==> src/nand_status_pkg.sv <==
// Purpose: shared constants and types for the serial flash status register block
// Assumes: a 50 MHz system clock sampling the serial pins
// Notes: status byte layout is carried by status_t, most significant field first
package nand_status_pkg;

   localparam logic [7:0] OPC_GET_FEAT = 8'h0f;
   localparam logic [7:0] OPC_SET_FEAT = 8'h1f;
   localparam logic [7:0] OPC_WR_EN = 8'h06;
   localparam logic [7:0] OPC_WR_DIS = 8'h04;
   localparam logic [7:0] OPC_PROG_EXEC = 8'h10;
   localparam logic [7:0] OPC_PAGE_READ = 8'h13;
   localparam logic [7:0] OPC_BLOCK_ERASE = 8'hd8;
   localparam logic [7:0] OPC_RESET = 8'hff;

   localparam logic [7:0] ADDR_OPERATION_STATUS = 8'hc0;
   localparam logic [7:0] ADDR_OUTPUT_DRIVE = 8'hd0;

   // byte positions inside a frame
   localparam logic [2:0] BYTE_OPCODE = 3'h0;
   localparam logic [2:0] BYTE_ADDR = 3'h1;
   localparam logic [2:0] BYTE_DATA = 3'h2;
   localparam logic [2:0] BYTE_ROW_HI = 3'h2;
   localparam logic [2:0] BYTE_ROW_LO = 3'h3;
   localparam logic [2:0] BYTE_ROW_DONE = 3'h4;
   localparam logic [2:0] BYTE_LAST = 3'h7;

   // ecc_result_field codes, {upper two, lower two}, then the error-count limits ECC_CAPABILITY and ECC_LOW_LIMIT
   localparam logic [3:0] ECC_NONE = 4'h0;
   localparam logic [3:0] ECC_UPTO4 = 4'h1;
   localparam logic [3:0] ECC_FIVE = 4'h5;
   localparam logic [3:0] ECC_SIX = 4'h9;
   localparam logic [3:0] ECC_SEVEN = 4'hd;
   localparam logic [3:0] ECC_UNCORR = 4'h2;
   localparam logic [3:0] ECC_AT_LIMIT = 4'h3;
   localparam logic [3:0] ECC_CAPABILITY = 4'h8;
   localparam logic [3:0] ECC_LOW_LIMIT = 4'h4;

   localparam logic [7:0] DRIVE_RESET = 8'h00;

   localparam int CLK_PERIOD_NS = 20;
   localparam int RESET_BUSY_NS = 5000;
   localparam int RESET_BUSY_CYCLES = (RESET_BUSY_NS + CLK_PERIOD_NS - 1) / CLK_PERIOD_NS;
   localparam int RESET_CNT_W = $clog2(RESET_BUSY_CYCLES + 1);

   typedef enum logic [1:0] {ARR_READ = 2'h0, ARR_PROG = 2'h1, ARR_ERASE = 2'h2} array_op_t;
   typedef enum logic [3:0] {ST_BOOT = 4'b0001, ST_IDLE = 4'b0010, ST_RUN = 4'b0100, ST_RESET = 4'b1000} op_state_t;

   typedef struct packed {
      logic [3:0] ecc_result_field;
      logic pfail;
      logic efail;
      logic write_permit_latch;
      logic operation_busy_flag;
   } status_t;

   localparam status_t STATUS_RESET = '{ecc_result_field: ECC_NONE, pfail: 1'b0, efail: 1'b0,
                                        write_permit_latch: 1'b0, operation_busy_flag: 1'b1};

   typedef struct packed {
      logic [3:0] err_count;
      logic uncorr;
   } ecc_report_t;

   typedef struct packed {
      logic done;
      logic fail;
      ecc_report_t ecc;
   } array_result_t;

   typedef struct packed {
      logic req;
      logic abort;
      array_op_t op;
      logic [15:0] row;
   } array_cmd_t;

endpackage

==> src/pin_sync.sv <==
// Purpose: two-flop synchroniser with edge pulses for asynchronous pins
// Assumes: pins are slow against the sampling clock
// Notes: edges are taken from the second and third flops only
module pin_sync
   import nand_status_pkg::*;
#(
   parameter int W = 3,
   parameter logic [W-1:0] RESET_VAL = '0
) (
   input wire logic i_clk,
   input wire logic i_rst,
   input wire logic [W-1:0] i_async,
   output logic [W-1:0] o_level,
   output logic [W-1:0] o_rise,
   output logic [W-1:0] o_fall
);
   typedef struct packed {
      logic [W-1:0] s1;
      logic [W-1:0] s2;
      logic [W-1:0] s3;
   } sync_t;

   sync_t q, d;

   always_comb begin
      d = q;
      d.s1 = i_async;
      d.s2 = q.s1;
      d.s3 = q.s2;
   end

   always_ff @(posedge i_clk or posedge i_rst) begin
      if (i_rst) begin
         q <= '{s1: RESET_VAL, s2: RESET_VAL, s3: RESET_VAL};
      end else begin
         q <= d;
      end
   end

   assign o_level = q.s2;
   assign o_rise = q.s2 & ~q.s3;
   assign o_fall = ~q.s2 & q.s3;
endmodule // pin_sync

==> src/ecc_result_encoder.sv <==
// Purpose: map a corrected-error count to the four-bit ecc result code
// Assumes: the count saturates at the correction capability of 8
// Notes: purely combinational
module ecc_result_encoder
   import nand_status_pkg::*;
(
   input wire ecc_report_t i_report,
   output logic [3:0] o_field
);
   always_comb begin
      if (i_report.uncorr) begin
         o_field = ECC_UNCORR; // see RULE_05
      end else if (i_report.err_count == 4'h0) begin
         o_field = ECC_NONE; // see RULE_03
      end else if (i_report.err_count <= ECC_LOW_LIMIT) begin
         o_field = ECC_UPTO4; // see RULE_04
      end else if (i_report.err_count == 4'h5) begin
         o_field = ECC_FIVE; // see RULE_04
      end else if (i_report.err_count == 4'h6) begin
         o_field = ECC_SIX; // see RULE_04
      end else if (i_report.err_count == 4'h7) begin
         o_field = ECC_SEVEN; // see RULE_04
      end else begin
         // counts at or above capability but still corrected
         o_field = ECC_AT_LIMIT; // see RULE_06
      end
   end
endmodule // ecc_result_encoder

==> src/nand_status_register.sv <==
// Purpose: status and drive-strength feature registers of a serial flash, with their serial access
// Assumes: host clocks the link in mode 0, far slower than I_SYS_CLK; array engine sits outside
// Notes: commands act as chip select rises at frame end, except get-features, which replies in frame, and set-features, which writes drive strength mid-frame
// Notes on behaviour
// RULE_01: status byte is returned by get-features at status feature address.
// RULE_02: drive strength register written by set-features, read by get-features.
// RULE_03: ecc code with low bits 00 means the last read saw no errors.
// RULE_04: low bits 01 with upper bits giving four-or-less, five, six or seven corrected.
// RULE_05: low bits 10 report errors beyond capability, data left uncorrected.
// RULE_06: low bits 11 report errors exactly at capability, still corrected.
// RULE_07: host should refresh a block whose read reports the at-limit code.
// RULE_08: ecc code cleared on reset command and read start, set after read.
// RULE_09: after power-on the ecc code shows the read of block 0 page 0.
// RULE_10: program failure flag is set when an array program fails.
// RULE_11: program failure flag also set for invalid or protected target rows.
// RULE_12: program failure flag cleared by program-execute and by reset command.
// RULE_13: erase failure flag set on failed erase or erase of locked region.
// RULE_14: erase failure flag cleared at block-erase start and by reset command.
// RULE_15: host must see the write permit latch set before program or erase.
// RULE_16: write-enable sets the latch, write-disable clears it, status shows it.
// RULE_17: busy flag is high during program, page read, erase and reset.
// RULE_18: program or erase of a locked row keeps busy low and sets failure.
// RULE_19: an erase without a prior write-enable is ignored.
// RULE_20: status bits: busy 0, latch 1, erase fail 2, program fail 3, ecc 7:4.
// RULE_21: status reads are served while busy without disturbing the operation.
module nand_status_register
   import nand_status_pkg::*;
(
   input wire logic I_SYS_CLK,
   input wire logic I_RST,
   input wire logic I_SCK,
   input wire logic I_CS_N,
   input wire logic I_SI,
   output logic O_SO,
   output logic O_SO_OE,
   input wire array_result_t I_ARRAY_RESULT,
   input wire logic I_ROW_PROTECTED,
   output array_cmd_t O_ARRAY_CMD,
   output status_t O_STATUS,
   output logic [7:0] O_DRIVE_STRENGTH
);
   typedef struct packed {
      logic [2:0] bit_cnt;
      logic [2:0] byte_cnt;
      logic [7:0] shreg;
      logic [7:0] opcode;
      logic [7:0] feat_addr;
      logic [7:0] tx;
      logic so;
      logic so_oe;
      op_state_t st;
      logic issued;
      logic [RESET_CNT_W-1:0] wait_cnt;
      status_t stat;
      logic [7:0] drive;
      array_cmd_t cmd;
   } state_t;

   localparam state_t STATE_RST = '{
      bit_cnt: 3'h0, byte_cnt: 3'h0, shreg: 8'h00, opcode: 8'h00, feat_addr: 8'h00, tx: 8'h00,
      so: 1'b0, so_oe: 1'b0, st: ST_BOOT, issued: 1'b0, wait_cnt: '0, stat: STATUS_RESET,
      drive: DRIVE_RESET, cmd: '{req: 1'b0, abort: 1'b0, op: ARR_READ, row: 16'h0000}};

   state_t q, d;
   logic [2:0] pin_lvl, pin_rise, pin_fall;
   logic cs_n_lvl, cs_rise, cs_fall, sck_rise, sck_fall, si_lvl;
   logic [3:0] ecc_code;

   pin_sync #(.W(3), .RESET_VAL(3'h4)) u_pin_sync (
      .i_clk(I_SYS_CLK),
      .i_rst(I_RST),
      .i_async({I_CS_N, I_SCK, I_SI}),
      .o_level(pin_lvl),
      .o_rise(pin_rise),
      .o_fall(pin_fall)
   );

   ecc_result_encoder u_ecc_enc (
      .i_report(I_ARRAY_RESULT.ecc),
      .o_field(ecc_code)
   );

   assign cs_n_lvl = pin_lvl[2];
   assign cs_rise = pin_rise[2];
   assign cs_fall = pin_fall[2];
   assign sck_rise = pin_rise[1];
   assign sck_fall = pin_fall[1];
   assign si_lvl = pin_lvl[0];

   function automatic logic is_array_op(input logic [7:0] opc);
      return (opc == OPC_PROG_EXEC) || (opc == OPC_PAGE_READ) || (opc == OPC_BLOCK_ERASE);
   endfunction

   always_comb begin
      logic [7:0] rx;
      logic [7:0] addr;
      rx = {q.shreg[6:0], si_lvl};
      addr = q.feat_addr;
      d = q;
      d.cmd.req = 1'b0;
      d.cmd.abort = 1'b0;

      // ---- serial framing ----
      if (cs_fall) begin
         d.bit_cnt = 3'h0;
         d.byte_cnt = 3'h0;
      end
      if (!cs_n_lvl && sck_rise) begin
         d.shreg = rx;
         d.bit_cnt = 3'(q.bit_cnt + 3'h1);
         if (q.bit_cnt == 3'h7) begin
            if (q.byte_cnt != BYTE_LAST) begin
               d.byte_cnt = 3'(q.byte_cnt + 3'h1);
            end
            if (q.byte_cnt == BYTE_OPCODE) begin
               d.opcode = rx;
               if (is_array_op(rx) && q.st == ST_IDLE) begin
                  // op shows early so the outside protection check can judge the row
                  d.cmd.op = (rx == OPC_PAGE_READ) ? ARR_READ : (rx == OPC_PROG_EXEC) ? ARR_PROG : ARR_ERASE;
               end
            end else if (q.opcode == OPC_GET_FEAT) begin
               if (q.byte_cnt == BYTE_ADDR) begin
                  d.feat_addr = rx;
                  addr = rx;
               end
               // reload each byte so polling keeps returning live status, busy or not
               if (addr == ADDR_OPERATION_STATUS) begin
                  d.tx = q.stat; // see RULE_01, RULE_21
               end else if (addr == ADDR_OUTPUT_DRIVE) begin
                  d.tx = q.drive; // see RULE_02
               end else begin
                  d.tx = 8'h00;
               end
            end else if (q.opcode == OPC_SET_FEAT) begin
               if (q.byte_cnt == BYTE_ADDR) begin
                  d.feat_addr = rx;
               end else if (q.byte_cnt == BYTE_DATA && q.feat_addr == ADDR_OUTPUT_DRIVE && q.st == ST_IDLE) begin
                  d.drive = rx; // see RULE_02
               end
            end else if (is_array_op(q.opcode) && q.st == ST_IDLE) begin
               if (q.byte_cnt == BYTE_ROW_HI) begin
                  d.cmd.row[15:8] = rx;
               end else if (q.byte_cnt == BYTE_ROW_LO) begin
                  d.cmd.row[7:0] = rx;
               end
            end
         end
      end
      // reply bits change on the falling edge so they are settled for the host's rising edge
      if (!cs_n_lvl && sck_fall && q.opcode == OPC_GET_FEAT && q.byte_cnt >= BYTE_DATA) begin
         d.so = q.tx[7]; // see RULE_01
         d.tx = {q.tx[6:0], 1'b0};
         d.so_oe = 1'b1;
      end
      if (cs_rise) begin
         d.so_oe = 1'b0;
      end

      // ---- operation sequencing ----
      unique case (q.st)
         ST_BOOT: begin
            if (!q.issued) begin
               d.cmd.req = 1'b1;
               d.cmd.op = ARR_READ;
               d.cmd.row = 16'h0000;
               d.issued = 1'b1;
            end else if (I_ARRAY_RESULT.done) begin
               d.stat.ecc_result_field = ecc_code; // see RULE_09
               d.stat.operation_busy_flag = 1'b0;
               d.st = ST_IDLE;
            end
         end
         ST_RUN: begin
            if (I_ARRAY_RESULT.done) begin
               d.stat.operation_busy_flag = 1'b0; // see RULE_17
               d.st = ST_IDLE;
               unique case (q.cmd.op)
                  ARR_READ: d.stat.ecc_result_field = ecc_code; // see RULE_03, RULE_08
                  ARR_PROG: begin
                     d.stat.pfail = I_ARRAY_RESULT.fail; // see RULE_10
                     d.stat.write_permit_latch = 1'b0;
                  end
                  default: begin
                     d.stat.efail = I_ARRAY_RESULT.fail; // see RULE_13
                     d.stat.write_permit_latch = 1'b0;
                  end
               endcase
            end
         end
         ST_RESET: begin
            if (q.wait_cnt == '0) begin
               d.stat.operation_busy_flag = 1'b0;
               d.st = ST_IDLE;
            end else begin
               d.wait_cnt = RESET_CNT_W'(q.wait_cnt - 1'b1);
            end
         end
         ST_IDLE: begin
            if (cs_rise && q.byte_cnt >= BYTE_ADDR && q.opcode == OPC_WR_EN) begin
               d.stat.write_permit_latch = 1'b1; // see RULE_16
            end
            if (cs_rise && q.byte_cnt >= BYTE_ADDR && q.opcode == OPC_WR_DIS) begin
               d.stat.write_permit_latch = 1'b0; // see RULE_16
            end
            if (cs_rise && q.byte_cnt >= BYTE_ROW_DONE) begin
               if (q.opcode == OPC_PAGE_READ) begin
                  d.stat.ecc_result_field = ECC_NONE; // see RULE_08
                  d.stat.operation_busy_flag = 1'b1; // see RULE_17
                  d.cmd.req = 1'b1;
                  d.st = ST_RUN;
               end else if (q.opcode == OPC_PROG_EXEC && q.stat.write_permit_latch) begin // see RULE_15
                  d.stat.pfail = 1'b0; // see RULE_12
                  if (I_ROW_PROTECTED) begin
                     d.stat.pfail = 1'b1; // see RULE_11, RULE_18
                     d.stat.write_permit_latch = 1'b0;
                  end else begin
                     d.stat.operation_busy_flag = 1'b1; // see RULE_17
                     d.cmd.req = 1'b1;
                     d.st = ST_RUN;
                  end
               end else if (q.opcode == OPC_BLOCK_ERASE && q.stat.write_permit_latch) begin // see RULE_19
                  d.stat.efail = 1'b0; // see RULE_14
                  if (I_ROW_PROTECTED) begin
                     d.stat.efail = 1'b1; // see RULE_13, RULE_18
                     d.stat.write_permit_latch = 1'b0;
                  end else begin
                     d.stat.operation_busy_flag = 1'b1; // see RULE_17
                     d.cmd.req = 1'b1;
                     d.st = ST_RUN;
                  end
               end
            end
         end
      endcase

      // reset command stops anything in flight and beats a same-cycle completion
      if (cs_rise && q.byte_cnt >= BYTE_ADDR && q.opcode == OPC_RESET) begin
         d.cmd.abort = 1'b1;
         d.cmd.req = 1'b0;
         d.st = ST_RESET;
         d.wait_cnt = RESET_CNT_W'(RESET_BUSY_CYCLES);
         d.stat.ecc_result_field = ECC_NONE; // see RULE_08
         d.stat.pfail = 1'b0; // see RULE_12
         d.stat.efail = 1'b0; // see RULE_14
         d.stat.operation_busy_flag = 1'b1; // see RULE_17
      end
   end

   always_ff @(posedge I_SYS_CLK or posedge I_RST) begin
      if (I_RST) begin
         q <= STATE_RST;
      end else begin
         q <= d;
      end
   end

   assign O_SO = q.so;
   assign O_SO_OE = q.so_oe;
   assign O_ARRAY_CMD = q.cmd;
   assign O_STATUS = q.stat; // see RULE_20
   assign O_DRIVE_STRENGTH = q.drive;

   // ---- assertions ----
   localparam int RST_WAIT_MAX = RESET_BUSY_CYCLES + 2;
endmodule // nand_status_register

==> config.mk <==
export PLATFORM = sky130hd
export DESIGN_NAME = nand_status_register
export DESIGN_NICKNAME = d
export VERILOG_FILES = /design/src/nand_status_pkg.sv /design/src/pin_sync.sv /design/src/ecc_result_encoder.sv /design/src/nand_status_register.sv
export SDC_FILE = /design/constraint.sdc
export NUM_CORES = 1
export LEC_CHECK = 0
export CAP_MARGIN = 40
export CORE_MARGIN = 3
export CORE_UTILIZATION = 41
export CTS_BUF_LIST = sky130_fd_sc_hd__clkbuf_16
export CTS_CLUSTER_DIAMETER = 40
export DETAILED_ROUTE_END_ITERATION = 7
export DONT_BUFFER_PORTS = 1
export SETUP_SLACK_MARGIN = 0.05
export SYNTH_ARGS = -nofsm -noshare
export SYNTH_HDL_FRONTEND = slang
export SYNTH_SLANG_ARGS = --single-unit
==> constraint.sdc <==
create_clock -name I_SYS_CLK -period 8.7 [get_ports I_SYS_CLK]
set_input_delay 0.87 -clock I_SYS_CLK [delete_from_list [all_inputs] [get_ports I_SYS_CLK]]
set_output_delay 0.87 -clock I_SYS_CLK [all_outputs]
set_load 0.01 [all_outputs]
==> impl_metrics.py <==
metrics = {
    "synthesis": {
        "avgSynthCellArea_um2": 10.9,
        "syn-num-nets": 473,
        "yosys_warnings": 0,
        "yosysSeqAreaShare": 0.493,
        "synth.cell_area_mm2": 0.00489,
        "synth.distinct_cells": 58,
        "synth-seq-cells": 96,
        "synthFlopType": "dfrtp_1",
        "synth_edf_count": 0,
        "async_flop_share": 1.00,
        "netlist_instances": 450,
    },
    "finish": {
        "antennaDiodeCount": 0,
        "regArea_mm2": 0.00241,
        "syn_to_final_growth_pct": 3.69,
        "nets": 435,
        "multiInputGateArea_mm2": 0.00209,
        "fillers": 1106,
        "fin_area_mm2": 0.00507,
        "drive_above_1_share": 0.156,
    },
    "global_route": {
        "track_usage": 0.172,
        "grt_pass1_wl_um": 17700,
        "gr-total-overflow": 0,
        "grt_max_degree": 61,
        "grt_pass1_vias": 3202,
        "antenna_found_initial": 0,
    },
    "sta": {
        "fmax_ghz": 0.351,
        "period_share": 0.327,
        "fin_tns_setup_ns": 0,
        "drv_slew": 0,
        "relSlewSlack": 0.403,
        "tightest_slew_ns": 0.891,
        "rsz0062_at_grt": "no",
        "fin_skew_ns": 0.00980,
        "setup_viol": 0,
        "fin_crit_ns": 2.85,
        "holdWs_ns": 0.325,
        "finalHoldViolCount": 0,
    },
    "detailed_routing": {
        "wl_um": 10800,
        "detail-route-antenna-nets": 0,
        "via_per_inst": 5.65,
        "drc": 0,
        "vias": 3165,
        "wl_per_cell_um": 19.3,
        "drt_iter0_drc": 262,
        "firstDrtPassIters": 6,
    },
    "clock_network": {
        "numClockSinks": 96,
        "cts_setup_buffers": 0,
        "cts_buffer_depth": 2,
        "cts_tree": "done",
        "cts_htree_levels": 3,
        "cts_inserted_buffers": 9,
        "clkLatencyLatePin_ns": 0.34,
        "cts_resized": 0,
        "ctsHoldBuffers": 0,
        "cts-root-buf": "clkbuf_16",
        "clkTransAtPathRegs_ns": 0.07,
    },
    "placed_design": {
        "gp_congestion": 0.793,
        "hpwl_um": 7690,
        "place_area_mm2": 0.00479,
        "portBuffers": 0,
    },
    "pwr": {
        "cellPowerDensity_mw_per_mm2": 181,
        "max-vdd-ir-drop_mv": 0.175,
        "leakage_nw": 2.25,
    },
    "worst_setup_path": {
        "slowest_delay_ns": 0.81,
        "cp.buffers_inverters": 0,
        "crit_arrival_ns": 3.08,
        "cp_cell_sequence": "or4b_1, or4b_4, nor4_4, nand4_4, mux2_1",
        "crit_family": "simple AND/OR/NAND/NOR gates",
        "crit_path_max_fanout": 11,
        "critPathRequiredTime_ns": 8.93,
        "path_class": "flop to flop",
        "worstSetupStartpointType": "flop",
        "slowest_stage": "or4b_1",
        "end_kind": "flop",
    },
    "min_path": {
        "hold_path_class": "input pin to asynchronous set/reset pin",
    },
    "floorplan": {
        "io-pin-count": 51,
        "rows": 39,
        "die_area_mm2": 0.0133,
        "die_x_um": 115,
        "die_h_um": 115,
        "design.core.area_mm2": 0.0115,
        "initial_core_util": 0.424,
    },
    "status": {
        "status": "complete, no violations",
    },
    "flow_run": {
        "maxCapViolCount": 0,
    },
}
[flip-flops by register name, indices dropped and copies added (netlist names)]
name and count:
q 50, u_pin_sync.q 2, u_pin_sync.o_level 3, O_SO_OE 1, O_STATUS 8, O_SO 1, O_DRIVE_STRENGTH 8, u_pin_sync.d 3
O_ARRAY_CMD 20
[power by group]
group	switching (mW)	internal [mW]	total [mW]
Combinational	0.0195	0.0184	0.0379
Sequential	0.0431	0.462	0.505
Clock	0.178	0.197	0.375
Total	0.240	0.677	0.918
[per-layer routing]
metal | share of wire | global-route usage
met1 | 0.46 | 0.238
met2 | 0.47 | 0.267
met3 | 0.052 | 0.0447
met4 | 0.011 | 0.0477
met5 | 0 | 0
[cells by family (layout without fill, tap and decap cells)]
logic type,count (synthesis),in the layout,share of synthesized area
and+or+nand+nor,140,140,0.169
buffers and inverters,68,35,0.0819
xor gates and xnor gates,7,7,0.0125
muxes,51,51,0.112
AOI/OAI and AO/OA,78,78,0.106
DFF,96,96,0.493
adders and majority gates,10,10,0.0256
[worst paths after layout]
kind	slack, ns	cells past startpoint	start	endpoint
worst min register to register	0.34	0	u_pin_sync.d[4]	u_pin_sync.o_level[1]
max in group asynchronous	7.44	3	I_RST	q[45]
worst min-delay path	0.32	1	I_RST	O_ARRAY_CMD[3]
worst max register to register	5.85	5	q[48]	O_DRIVE_STRENGTH[0]
min in group I_SYS_CLK	0.34	0	u_pin_sync.d[4]	u_pin_sync.o_level[1]
worst max-delay path	5.85	5	q[48]	O_DRIVE_STRENGTH[0]
[synth_stat cells, drive strengths merged, types with 4 or more instances]
| library cell | count | area [um2] |
|---|---|---|
| buf | 39 | 292 |
| nor3b | 5 | 42.5 |
| nor4 | 7 | 88.8 |
| o311ai | 4 | 35.0 |
| nand4 | 7 | 58.8 |
| dfrtp | 91 | 2280 |
| clkbuf | 16 | 60.1 |
| a21oi | 20 | 100 |
| nand3 | 8 | 40.0 |
| mux2 | 29 | 327 |
| nor3 | 9 | 50.1 |
| ha | 10 | 125 |
| o41ai | 5 | 43.8 |
| mux2i | 22 | 220 |
| o21ai | 11 | 55.1 |
| nand2 | 29 | 109 |
| dfstp | 5 | 131 |
| o22ai | 7 | 43.8 |
| nor2 | 36 | 135 |
| inv | 13 | 48.8 |
| nor4b | 6 | 58.8 |
| xor2 | 5 | 43.8 |
| nand4b | 5 | 43.8 |
| nand2b | 11 | 68.8 |
| a22oi | 8 | 60.1 |
[cells in the final DEF (no fill, tap or decap), drive strengths merged, types with 7 or more instances in the layout]
| cell type | count |
|---|---|
| nand2b | 11 |
| nand3 | 8 |
| a22oi | 8 |
| inv | 16 |
| o21ai | 11 |
| dfrtp | 91 |
| nor2 | 36 |
| mux2i | 22 |
| nor3 | 9 |
| nor4 | 7 |
| clkbuf | 9 |
| nand4 | 7 |
| nand2 | 29 |
| o22ai | 7 |
| ha | 10 |
| a21oi | 20 |
| mux2 | 29 |
[metrics by stage]
stage	power (mW)	worst slack, ns	cells	util
2_1_floorplan	0.525	5.33	450	-
3_3_place_gp	0.551	5.86	542	0.413
5_1_grt	0.959	5.70	560	0.440
6_report	0.918	5.85	560	0.440
3_5_place_dp	0.554	5.86	544	0.416
4_1_cts	0.931	5.85	560	0.440
[area by class of cell]
type,count,area share
Clock inverter,7,0.0106
Timing Repair Buffer,6,0.0128
Inverter,13,0.0101
Sequential cell,96,0.475
Multi-Input combinational cell,286,0.412
Clock buffer,9,0.0444
Tap cell,143,0.0353
No activity file was read; power rests on OpenSTA's default activity.
